<file path="config.mk">
export PLATFORM = sky130hd
export DESIGN_NAME = wwd_top
export DESIGN_NICKNAME = d
export VERILOG_FILES = /design/src/wwd_pkg.sv /design/src/wwd_top.sv
export SDC_FILE = /design/constraint.sdc
export NUM_CORES = 1
export LEC_CHECK = 0
export ABC_AREA = 0
export BUFFER_PORTS_ARGS = -buffer_cell sky130_fd_sc_hd__clkbuf_2
export CAP_MARGIN = 20
export CORE_MARGIN = 4
export CORE_UTILIZATION = 35
export DETAILED_ROUTE_END_ITERATION = 8
export GPL_TIMING_DRIVEN = 0
export REMOVE_ABC_BUFFERS = 1
export SLEW_MARGIN = 25
export SYNTH_ARGS = -nofsm -noshare
export SYNTH_HDL_FRONTEND = slang
export SYNTH_SLANG_ARGS = --single-unit
export TNS_END_PERCENT = 50
</file>
<file path="constraint.sdc">
create_clock -name core_clk -period 7 [get_ports core_clk]
set_input_delay 0.7 -clock core_clk [delete_from_list [all_inputs] [get_ports core_clk]]
set_output_delay 0.7 -clock core_clk [all_outputs]
set_load 0.005 [all_outputs]
</file>
<file path="src/wwd_pkg.sv">
// Constants for the windowed watchdog timer: register map, field positions,
// reset values and timing counts.
// Assumes one 50 MHz core clock and a classic Wishbone register port.
//
// How it works
// [RL1] Always-on config bit set: watchdog runs always, software enable ignored.
// [RL2] Always-on bit clear: watchdog runs only while software enable is set.
// [RL3] Every device reset clears the software enable bit.
// [RL4] Window-disable bit 6: one means plain mode, zero means window mode.
// [RL5] Prescale select one divides by 128, zero divides by 32.
// [RL6] Prescaler is a 5-bit or 7-bit counter chosen by prescale select.
// [RL7] From 32 kHz the prescaler alone gives about 1 ms or 4 ms.
// [RL8] Postscaler divides prescaler output, 4-bit field bits 3..0, sixteen ratios.
// [RL9] Completed clock switch resets counter, prescaler and postscaler.
// [RL10] Clear, power-save, device reset and low-power exit reset the counts.
// [RL11] An enabled watchdog keeps counting in sleep and idle.
// [RL12] Time-out in sleep or idle wakes the core, which resumes execution.
// [RL13] Software clears the sleep and idle flags itself after wake-up.
// [RL14] Window mode: a clear before the final quarter causes a watchdog reset.
// [RL15] Time-out flag stays set until software clears it.
// [RL16] An enabled watchdog switches its low-power RC clock on.
// [RL17] Postscale code n divides by two to the power n.
// [RL18] Time-out outside low power raises reset request and flag together.

package wwd_pkg;

  // ----------------------------------------
  // Register offsets (byte addresses)
  // ----------------------------------------
  localparam logic [7:0] OFS_CFG = 8'h00;
  localparam logic [7:0] OFS_CTRL = 8'h04;
  localparam logic [7:0] OFS_CMD = 8'h08;
  localparam logic [7:0] OFS_IRQ_STAT = 8'h0C;
  localparam logic [7:0] OFS_IRQ_MASK = 8'h10;
  localparam logic [7:0] OFS_COUNT = 8'h14;

  // ----------------------------------------
  // Field positions
  // ----------------------------------------
  localparam int CFG_ALWAYS_ON = 7;
  localparam int CFG_WIN_DIS = 6;
  localparam int CFG_PRE_SEL = 4;
  localparam int CTRL_SW_EN = 5;
  localparam int CTRL_TIMEOUT = 4;
  localparam int CTRL_SLEEP = 3;
  localparam int CTRL_IDLE = 2;
  localparam int CMD_CLEAR = 0;
  localparam int CMD_SLEEP = 1;
  localparam int CMD_IDLE = 2;
  localparam int IRQ_TIMEOUT = 0;
  localparam int IRQ_WINDOW = 1;
  localparam int IRQ_WAKE = 2;

  // ----------------------------------------
  // Reset values
  // ----------------------------------------
  localparam logic [7:0] CFG_RST = 8'h5F;
  localparam logic [2:0] IRQ_MASK_RST = 3'h0;

  // ----------------------------------------
  // Timing
  // ----------------------------------------
  localparam int CLK_HZ = 50_000_000;
  localparam int RC_OSC_HZ = 32_000;
  localparam int RC_DIV_DEF = CLK_HZ / RC_OSC_HZ;
  localparam logic [6:0] PRE_SHORT_LAST = 7'h1F;
  localparam logic [6:0] PRE_LONG_LAST = 7'h7F;

  typedef enum logic [1:0] {PWR_RUN, PWR_SLEEP, PWR_IDLE} wwd_pwr_e;

endpackage

</file>
<file path="src/wwd_top.sv">
// Windowed watchdog timer with prescaler, postscaler and low-power wake.
// Assumes a classic Wishbone master on core_clk and strobes from core logic
// on the same clock.
//
// Added by the designer: the Wishbone register port and the register addresses.
`timescale 1ns/100ps

module wwd_top
  import wwd_pkg::*;
#(
  parameter int RC_DIV = RC_DIV_DEF
)
(
  // Clock and reset
  input wire logic core_clk,
  input wire logic sys_rst,
  // Wishbone slave
  input wire logic wb_cyc_i,
  input wire logic wb_stb_i,
  input wire logic wb_we_i,
  input wire logic [7:0] wb_adr_i,
  input wire logic [3:0] wb_sel_i,
  input wire logic [31:0] wb_dat_i,
  output logic [31:0] wb_dat_o,
  output logic wb_ack_o,
  // Core events
  input wire logic clk_switch_done,
  input wire logic ext_wake,
  // Outputs to the system
  output logic device_reset_req,
  output logic core_wake,
  output logic sleep_active,
  output logic idle_active,
  output logic low_power_rc_osc,
  output logic irq
);

  // ----------------------------------------
  // Helpers
  // ----------------------------------------
  function automatic logic [14:0] post_last(input logic [3:0] code);
    logic [15:0] ratio;
    ratio = 16'h0001 << code;
    post_last = 15'(ratio - 16'h0001);
  endfunction

  // ----------------------------------------
  // State
  // ----------------------------------------
  logic [7:0] watchdog_configuration;
  logic software_wd_enable;
  logic wd_timeout_flag;
  logic sleep_flag;
  logic idle_flag;
  logic [2:0] irq_stat;
  logic [2:0] irq_mask;
  logic [10:0] div_cnt;
  logic [6:0] pre_cnt;
  logic [14:0] post_cnt;
  wwd_pwr_e pwr;
  wwd_pwr_e next_pwr;

  // ----------------------------------------
  // Bus decode
  // ----------------------------------------
  wire bus_req = wb_cyc_i & wb_stb_i & ~wb_ack_o;
  wire bus_wr = bus_req & wb_we_i & wb_sel_i[0];
  wire wr_cfg = bus_wr && wb_adr_i == OFS_CFG;
  wire wr_ctrl = bus_wr && wb_adr_i == OFS_CTRL;
  wire wr_cmd = bus_wr && wb_adr_i == OFS_CMD;
  wire wr_stat = bus_wr && wb_adr_i == OFS_IRQ_STAT;
  wire wr_mask = bus_wr && wb_adr_i == OFS_IRQ_MASK;

  // ----------------------------------------
  // Enable and commands
  // ----------------------------------------
  wire always_on_cfg = watchdog_configuration[CFG_ALWAYS_ON];
  wire window_disable_cfg = watchdog_configuration[CFG_WIN_DIS];
  wire prescale_select_cfg = watchdog_configuration[CFG_PRE_SEL];
  wire [3:0] postscale_select_cfg = watchdog_configuration[3:0];
  wire wd_on = always_on_cfg | software_wd_enable; // [RL1] [RL2]
  wire in_low_power = pwr != PWR_RUN;
  wire wd_clear_instr = wr_cmd & wb_dat_i[CMD_CLEAR] & ~in_low_power;
  wire save_sleep = wr_cmd & wb_dat_i[CMD_SLEEP] & ~in_low_power;
  wire save_idle = wr_cmd & wb_dat_i[CMD_IDLE] & ~in_low_power & ~wb_dat_i[CMD_SLEEP];
  wire power_save_instr = save_sleep | save_idle;

  // ----------------------------------------
  // Counting chain
  // ----------------------------------------
  wire lp_tick = wd_on && div_cnt == 11'(RC_DIV - 1); // [RL7]
  wire [6:0] pre_last = prescale_select_cfg ? PRE_LONG_LAST : PRE_SHORT_LAST; // [RL5] [RL6]
  wire pre_wrap = lp_tick && pre_cnt == pre_last;
  wire [14:0] post_lim = post_last(postscale_select_cfg); // [RL17]
  wire expire = pre_wrap && post_cnt == post_lim; // [RL8]

  // ----------------------------------------
  // Window check
  // ----------------------------------------
  wire [21:0] elapsed = prescale_select_cfg ? {post_cnt, pre_cnt} : {2'b00, post_cnt, pre_cnt[4:0]};
  wire [21:0] period_m1 = prescale_select_cfg ? {post_lim, PRE_LONG_LAST} : {2'b00, post_lim, 5'(PRE_SHORT_LAST)};
  wire [22:0] period = {1'b0, period_m1} + 23'h000001;
  wire [22:0] win_start = period - (period >> 2);
  wire too_early = {1'b0, elapsed} < win_start;
  wire win_fault = wd_clear_instr & wd_on & ~window_disable_cfg & too_early; // [RL4] [RL14]

  // ----------------------------------------
  // Events
  // ----------------------------------------
  wire wake = in_low_power & (expire | ext_wake); // [RL11] [RL12]
  wire to_reset = (expire & ~in_low_power) | win_fault; // [RL18]
  wire cnt_rst = wd_clear_instr | power_save_instr | wake | clk_switch_done | expire | ~wd_on; // [RL9] [RL10]
  wire [2:0] irq_set = {wake, win_fault, expire};

  // ----------------------------------------
  // Read mux
  // ----------------------------------------
  wire [7:0] ctrl_rd = {2'b00, software_wd_enable, wd_timeout_flag, sleep_flag, idle_flag, 2'b00};
  wire [31:0] rd_data =
    wb_adr_i == OFS_CFG ? {24'h000000, watchdog_configuration} :
    wb_adr_i == OFS_CTRL ? {24'h000000, ctrl_rd} :
    wb_adr_i == OFS_IRQ_STAT ? {29'h00000000, irq_stat} :
    wb_adr_i == OFS_IRQ_MASK ? {29'h00000000, irq_mask} :
    wb_adr_i == OFS_COUNT ? {17'h00000, post_cnt} :
    32'h00000000;

  // ----------------------------------------
  // Power mode
  // ----------------------------------------
  always_comb
  begin
    next_pwr = pwr;
    unique case (pwr)
      PWR_RUN:
      begin
        if (save_sleep)
          next_pwr = PWR_SLEEP;
        else if (save_idle)
          next_pwr = PWR_IDLE;
      end
      PWR_SLEEP, PWR_IDLE:
      begin
        if (wake)
          next_pwr = PWR_RUN;
      end
    endcase
  end

  // ----------------------------------------
  // Bus slave
  // ----------------------------------------
  always_ff @(posedge core_clk or posedge sys_rst)
  begin
    if (sys_rst)
    begin
      wb_ack_o <= 1'b0;
      wb_dat_o <= 32'h00000000;
    end
    else
    begin
      wb_ack_o <= bus_req;
      wb_dat_o <= bus_req ? rd_data : 32'h00000000;
    end
  end

  // ----------------------------------------
  // Software registers
  // ----------------------------------------
  always_ff @(posedge core_clk or posedge sys_rst)
  begin
    if (sys_rst)
    begin
      watchdog_configuration <= CFG_RST;
      software_wd_enable <= 1'b0; // [RL3]
      irq_mask <= IRQ_MASK_RST;
    end
    else
    begin
      if (wr_cfg)
        watchdog_configuration <= wb_dat_i[7:0];
      if (wr_ctrl)
        software_wd_enable <= wb_dat_i[CTRL_SW_EN];
      if (wr_mask)
        irq_mask <= wb_dat_i[2:0];
    end
  end

  // ----------------------------------------
  // Sticky flags, set wins over clear
  // ----------------------------------------
  always_ff @(posedge core_clk or posedge sys_rst)
  begin
    if (sys_rst)
    begin
      wd_timeout_flag <= 1'b0;
      sleep_flag <= 1'b0;
      idle_flag <= 1'b0;
      irq_stat <= 3'h0;
    end
    else
    begin
      wd_timeout_flag <= (expire | win_fault) | (wd_timeout_flag & ~(wr_ctrl & wb_dat_i[CTRL_TIMEOUT])); // [RL15]
      sleep_flag <= save_sleep | (sleep_flag & ~(wr_ctrl & wb_dat_i[CTRL_SLEEP])); // [RL13]
      idle_flag <= save_idle | (idle_flag & ~(wr_ctrl & wb_dat_i[CTRL_IDLE])); // [RL13]
      irq_stat <= irq_set | (irq_stat & ~(wr_stat ? wb_dat_i[2:0] : 3'h0));
    end
  end

  // ----------------------------------------
  // Divider, prescaler, postscaler
  // ----------------------------------------
  always_ff @(posedge core_clk or posedge sys_rst)
  begin
    if (sys_rst)
      div_cnt <= 11'h000;
    else if (~wd_on || lp_tick)
      div_cnt <= 11'h000;
    else
      div_cnt <= div_cnt + 11'h001;
  end

  always_ff @(posedge core_clk or posedge sys_rst)
  begin
    if (sys_rst)
    begin
      pre_cnt <= 7'h00;
      post_cnt <= 15'h0000;
    end
    else if (cnt_rst) // [RL9] [RL10]
    begin
      pre_cnt <= 7'h00;
      post_cnt <= 15'h0000;
    end
    else if (pre_wrap)
    begin
      pre_cnt <= 7'h00;
      post_cnt <= post_cnt + 15'h0001; // [RL8]
    end
    else if (lp_tick)
      pre_cnt <= pre_cnt + 7'h01; // [RL6] [RL11]
  end

  // ----------------------------------------
  // Outputs
  // ----------------------------------------
  always_ff @(posedge core_clk or posedge sys_rst)
  begin
    if (sys_rst)
    begin
      pwr <= PWR_RUN;
      device_reset_req <= 1'b0;
      core_wake <= 1'b0;
      sleep_active <= 1'b0;
      idle_active <= 1'b0;
      low_power_rc_osc <= 1'b0;
      irq <= 1'b0;
    end
    else
    begin
      pwr <= next_pwr;
      device_reset_req <= to_reset; // [RL14] [RL18]
      core_wake <= wake; // [RL12]
      sleep_active <= next_pwr == PWR_SLEEP;
      idle_active <= next_pwr == PWR_IDLE;
      low_power_rc_osc <= wd_on; // [RL16]
      irq <= |(irq_stat & irq_mask);
    end
  end

endmodule

</file>
==> impl_metrics.tcl <==
set metrics [dict create \
    worst_ep_arrival_time_ns 6.66 \
    wl_per_cell_um 15.9 \
    drtPass1Iterations 5 \
    core_sq_mm 0.0180 \
    grt_pass1_vias 5213 \
    relSlewSlack_pct 46.3 \
    cts_made_buffers 9 \
    clock_skew_ns 0.00560 \
    synthTopCellsByCount "nor2_1, nand2_1, dfrtp_1" \
    rsz0062_at_grt "no" \
    clk_path_buf_depth 2 \
    via_per_inst 5.46 \
    wirelength_mm 16.3 \
    timing.rr.start "watchdog_configuration[0]$_DFFE_PP1P_" \
    grt_start_max_net_pins 53 \
    endpoint_kind "register" \
    grt_pass1_wl_mm 26.7 \
    critPathLaunch "watchdog_configuration[0]$_DFFE_PP1P_" \
    multi_input_area_sq_mm 0.00416 \
    cp.required_ns 7.20 \
    place_congestion 0.840 \
    htreeDepth 3 \
    synth_area_sq_mm 0.00639 \
    start_kind "register" \
    final_util_pct 39.6 \
    maxSlewViolCount 0 \
    tightestPinTransition_ns 0.803 \
    hold_violations 0 \
    synthTopCellsByArea "dfrtp_1, ha_1, nor2_1" \
    drv_cap 0 \
    cts_root_buf "clkbuf_16" \
    die_y_um 143 \
    cp_max_fo 13 \
    clock-sinks 75 \
    crit_path_frequent_cell "nand2_1" \
    powerDensity_mw_per_mm2 154 \
    initial_utilization_pct 35.6 \
    ir_drop_v 0.000138 \
    rows 49 \
    period_share_pct 92.3 \
    path_clk_slew_ns 0.06 \
    portBuffers 45 \
    dominantRegCellSynth "dfrtp_1" \
    reg2reg_depth 29 \
    crit_end "device_reset_req$_DFF_PP0_" \
    yosys_warnings 0 \
    cts_tree "done" \
    nets 883 \
    synth_area_leader_cell "dfrtp_1" \
    dp_hpwl_mm 11.9 \
    ant_nets 0 \
    fmax_mhz 155 \
    synth-edff-count 0 \
    synth_cells 772 \
    dr_total_vias 5599 \
    grt-ovfl-total 0 \
    dr.first_iter.drc_count 413 \
    drive_gt1_share_pct 15.6 \
    r2r_slack_ns 0.54 \
    status "complete, no violations" \
    worstSkewPairLatency_ns 0.33 \
    yosysUniqueCellTypes 85 \
    worstReg2RegEnd "device_reset_req$_DFF_PP0_" \
    drc 0 \
    seqCellArea_sq_mm 0.00190 \
    hp-class "primary input to asynchronous set/reset pin" \
    synth_seq_cells 75 \
    yosysMostFrequentCell "nor2_1" \
    setup_viol 0 \
    antenna_found_initial 0 \
    synth_top_cell_area_share_pct 27.0 \
    io_pins 90 \
    crit_path_max_incr_delay_ns 0.73 \
    antenna_cells 0 \
    path_class "register to register" \
    fp.dieArea_sq_mm 0.0205 \
    holdBufCountCts 0 \
    syn2layout_area_growth_pct 11.4 \
    syn_area_per_cell_sq_um 8.28 \
    slowest_stage "dfstp_4" \
    grt_use_total_pct 16.1 \
    die_w_um 143 \
    post-route-min-period_ns 6.46 \
    holdWs_ns 0.397 \
    num-fill-cells 1827 \
    async_flop_share_pct 100 \
    synth.yosys.seq_area_share_pct 29.5 \
    power.leakage_nw 3.16 \
]
[cells in the final DEF, fill, tap and decap left out, types with 26 or more instances in the layout]
master    count
nand2_1      74
xnor2_1      29
dfrtp_1      69
xor2_1       26
ha_1         39
nor2_1       80
clkbuf_2     45
inv_1        31
o21ai_0      34
a21oi_1      41
nand3_1      34
[where the power goes]
part	total (W)	switching, W	internal (W)
combinational	0.000123	0.0000744	0.0000483
clock	0.000523	0.000175	0.000348
sequential	0.000450	0.00000686	0.000443
[worst min path at each step]
stage	start	to	slack (ns)	cells past startpoint
finish	sys_rst	pre_cnt[2]$_DFFE_PP0P_	0.40	2
global route	sys_rst	pre_cnt[2]$_DFFE_PP0P_	0.44	2
CTS	sys_rst	pre_cnt[4]$_DFFE_PP0P_	0.41	2
detailed placement	wb_ack_o$_DFF_PP0_	wb_ack_o$_DFF_PP0_	0.44	1
global placement	wb_ack_o$_DFF_PP0_	wb_ack_o$_DFF_PP0_	0.44	1
floorplan	wb_ack_o$_DFF_PP0_	wb_ack_o$_DFF_PP0_	0.44	1
[through the flow]
| step | setup TNS [ns] | cell area [sq um] | power [W] | setup slack [ns] | instances |
|---|---|---|---|---|---|
| floorplan | 0 | 6120 | 0.000538 | 0.724 | 728 |
| finish | 0 | 7120 | 0.00110 | 0.542 | 1025 |
| global route | 0 | 7120 | 0.00115 | 0.0561 | 1025 |
| detailed placement | -2.39 | 6660 | 0.000579 | -0.804 | 1003 |
| CTS | 0 | 7050 | 0.00111 | 0.0921 | 1020 |
| global placement | -2.16 | 6640 | 0.000577 | -0.739 | 1002 |
[area by class of cell]
| cell class | instances | area share (%) |
|---|---|---|
| clock inverters | 5 | 1.44 |
| inverters | 34 | 1.88 |
| well taps | 229 | 4.03 |
| multi-input cells | 619 | 58.5 |
| flip-flops and latches | 75 | 26.7 |
| clock buffers | 11 | 3.27 |
| repair buffers | 52 | 4.18 |
[kinds of logic after synthesis]
kind of cell / synth area share, %
flops: 29.5
xor+xnor: 7.54
other cells: 0.0587
buf+inv: 7.07
compound gates: 19.2
simple gates: 23.1
mux: 5.35
fa+ha+maj: 8.19
[flip-flops by register name, indices dropped and copies added, names as in the netlist]
signal and flops:
irq 1, wb_ack_o 1, sleep_active 1, post_cnt 15
software_wd_enable 1, idle_active 1, idle_flag 1, wb_dat_o 15
sleep_flag 1, watchdog_configuration 8, wd_timeout_flag 1, div_cnt 11
pwr 2, core_wake 1, device_reset_req 1, low_power_rc_osc 1
irq_mask 3, irq_stat 3, pre_cnt 7
[worst max-delay path: cells and delay by family, from the launching register on]
family / cells / cell delay, ns
simple gates: 10 / 1.51
buf+inv: 2 / 0.21
xor+xnor: 2 / 0.33
fa+ha+maj: 4 / 1.25
flops: 1 / 0.73
compound gates: 11 / 2.30
[metal layers]
metal	GRT usage [%]	wire length (um)	vias to the layer above
met5	0	0	-
met1	23.0	7850	2668
met3	2.91	770	15
met4	3.05	178	0
li1	-	-	2760
met2	25.7	7490	156
[repair_timing]
action / in CTS / in global routing
buffers inserted: 1 / 5
endpoints found under the setup margin: 3 / 3
pin swaps: 1 / 1
gates resized for setup: 9 / 8
Note: power is estimated with default switching activity, not from simulation.
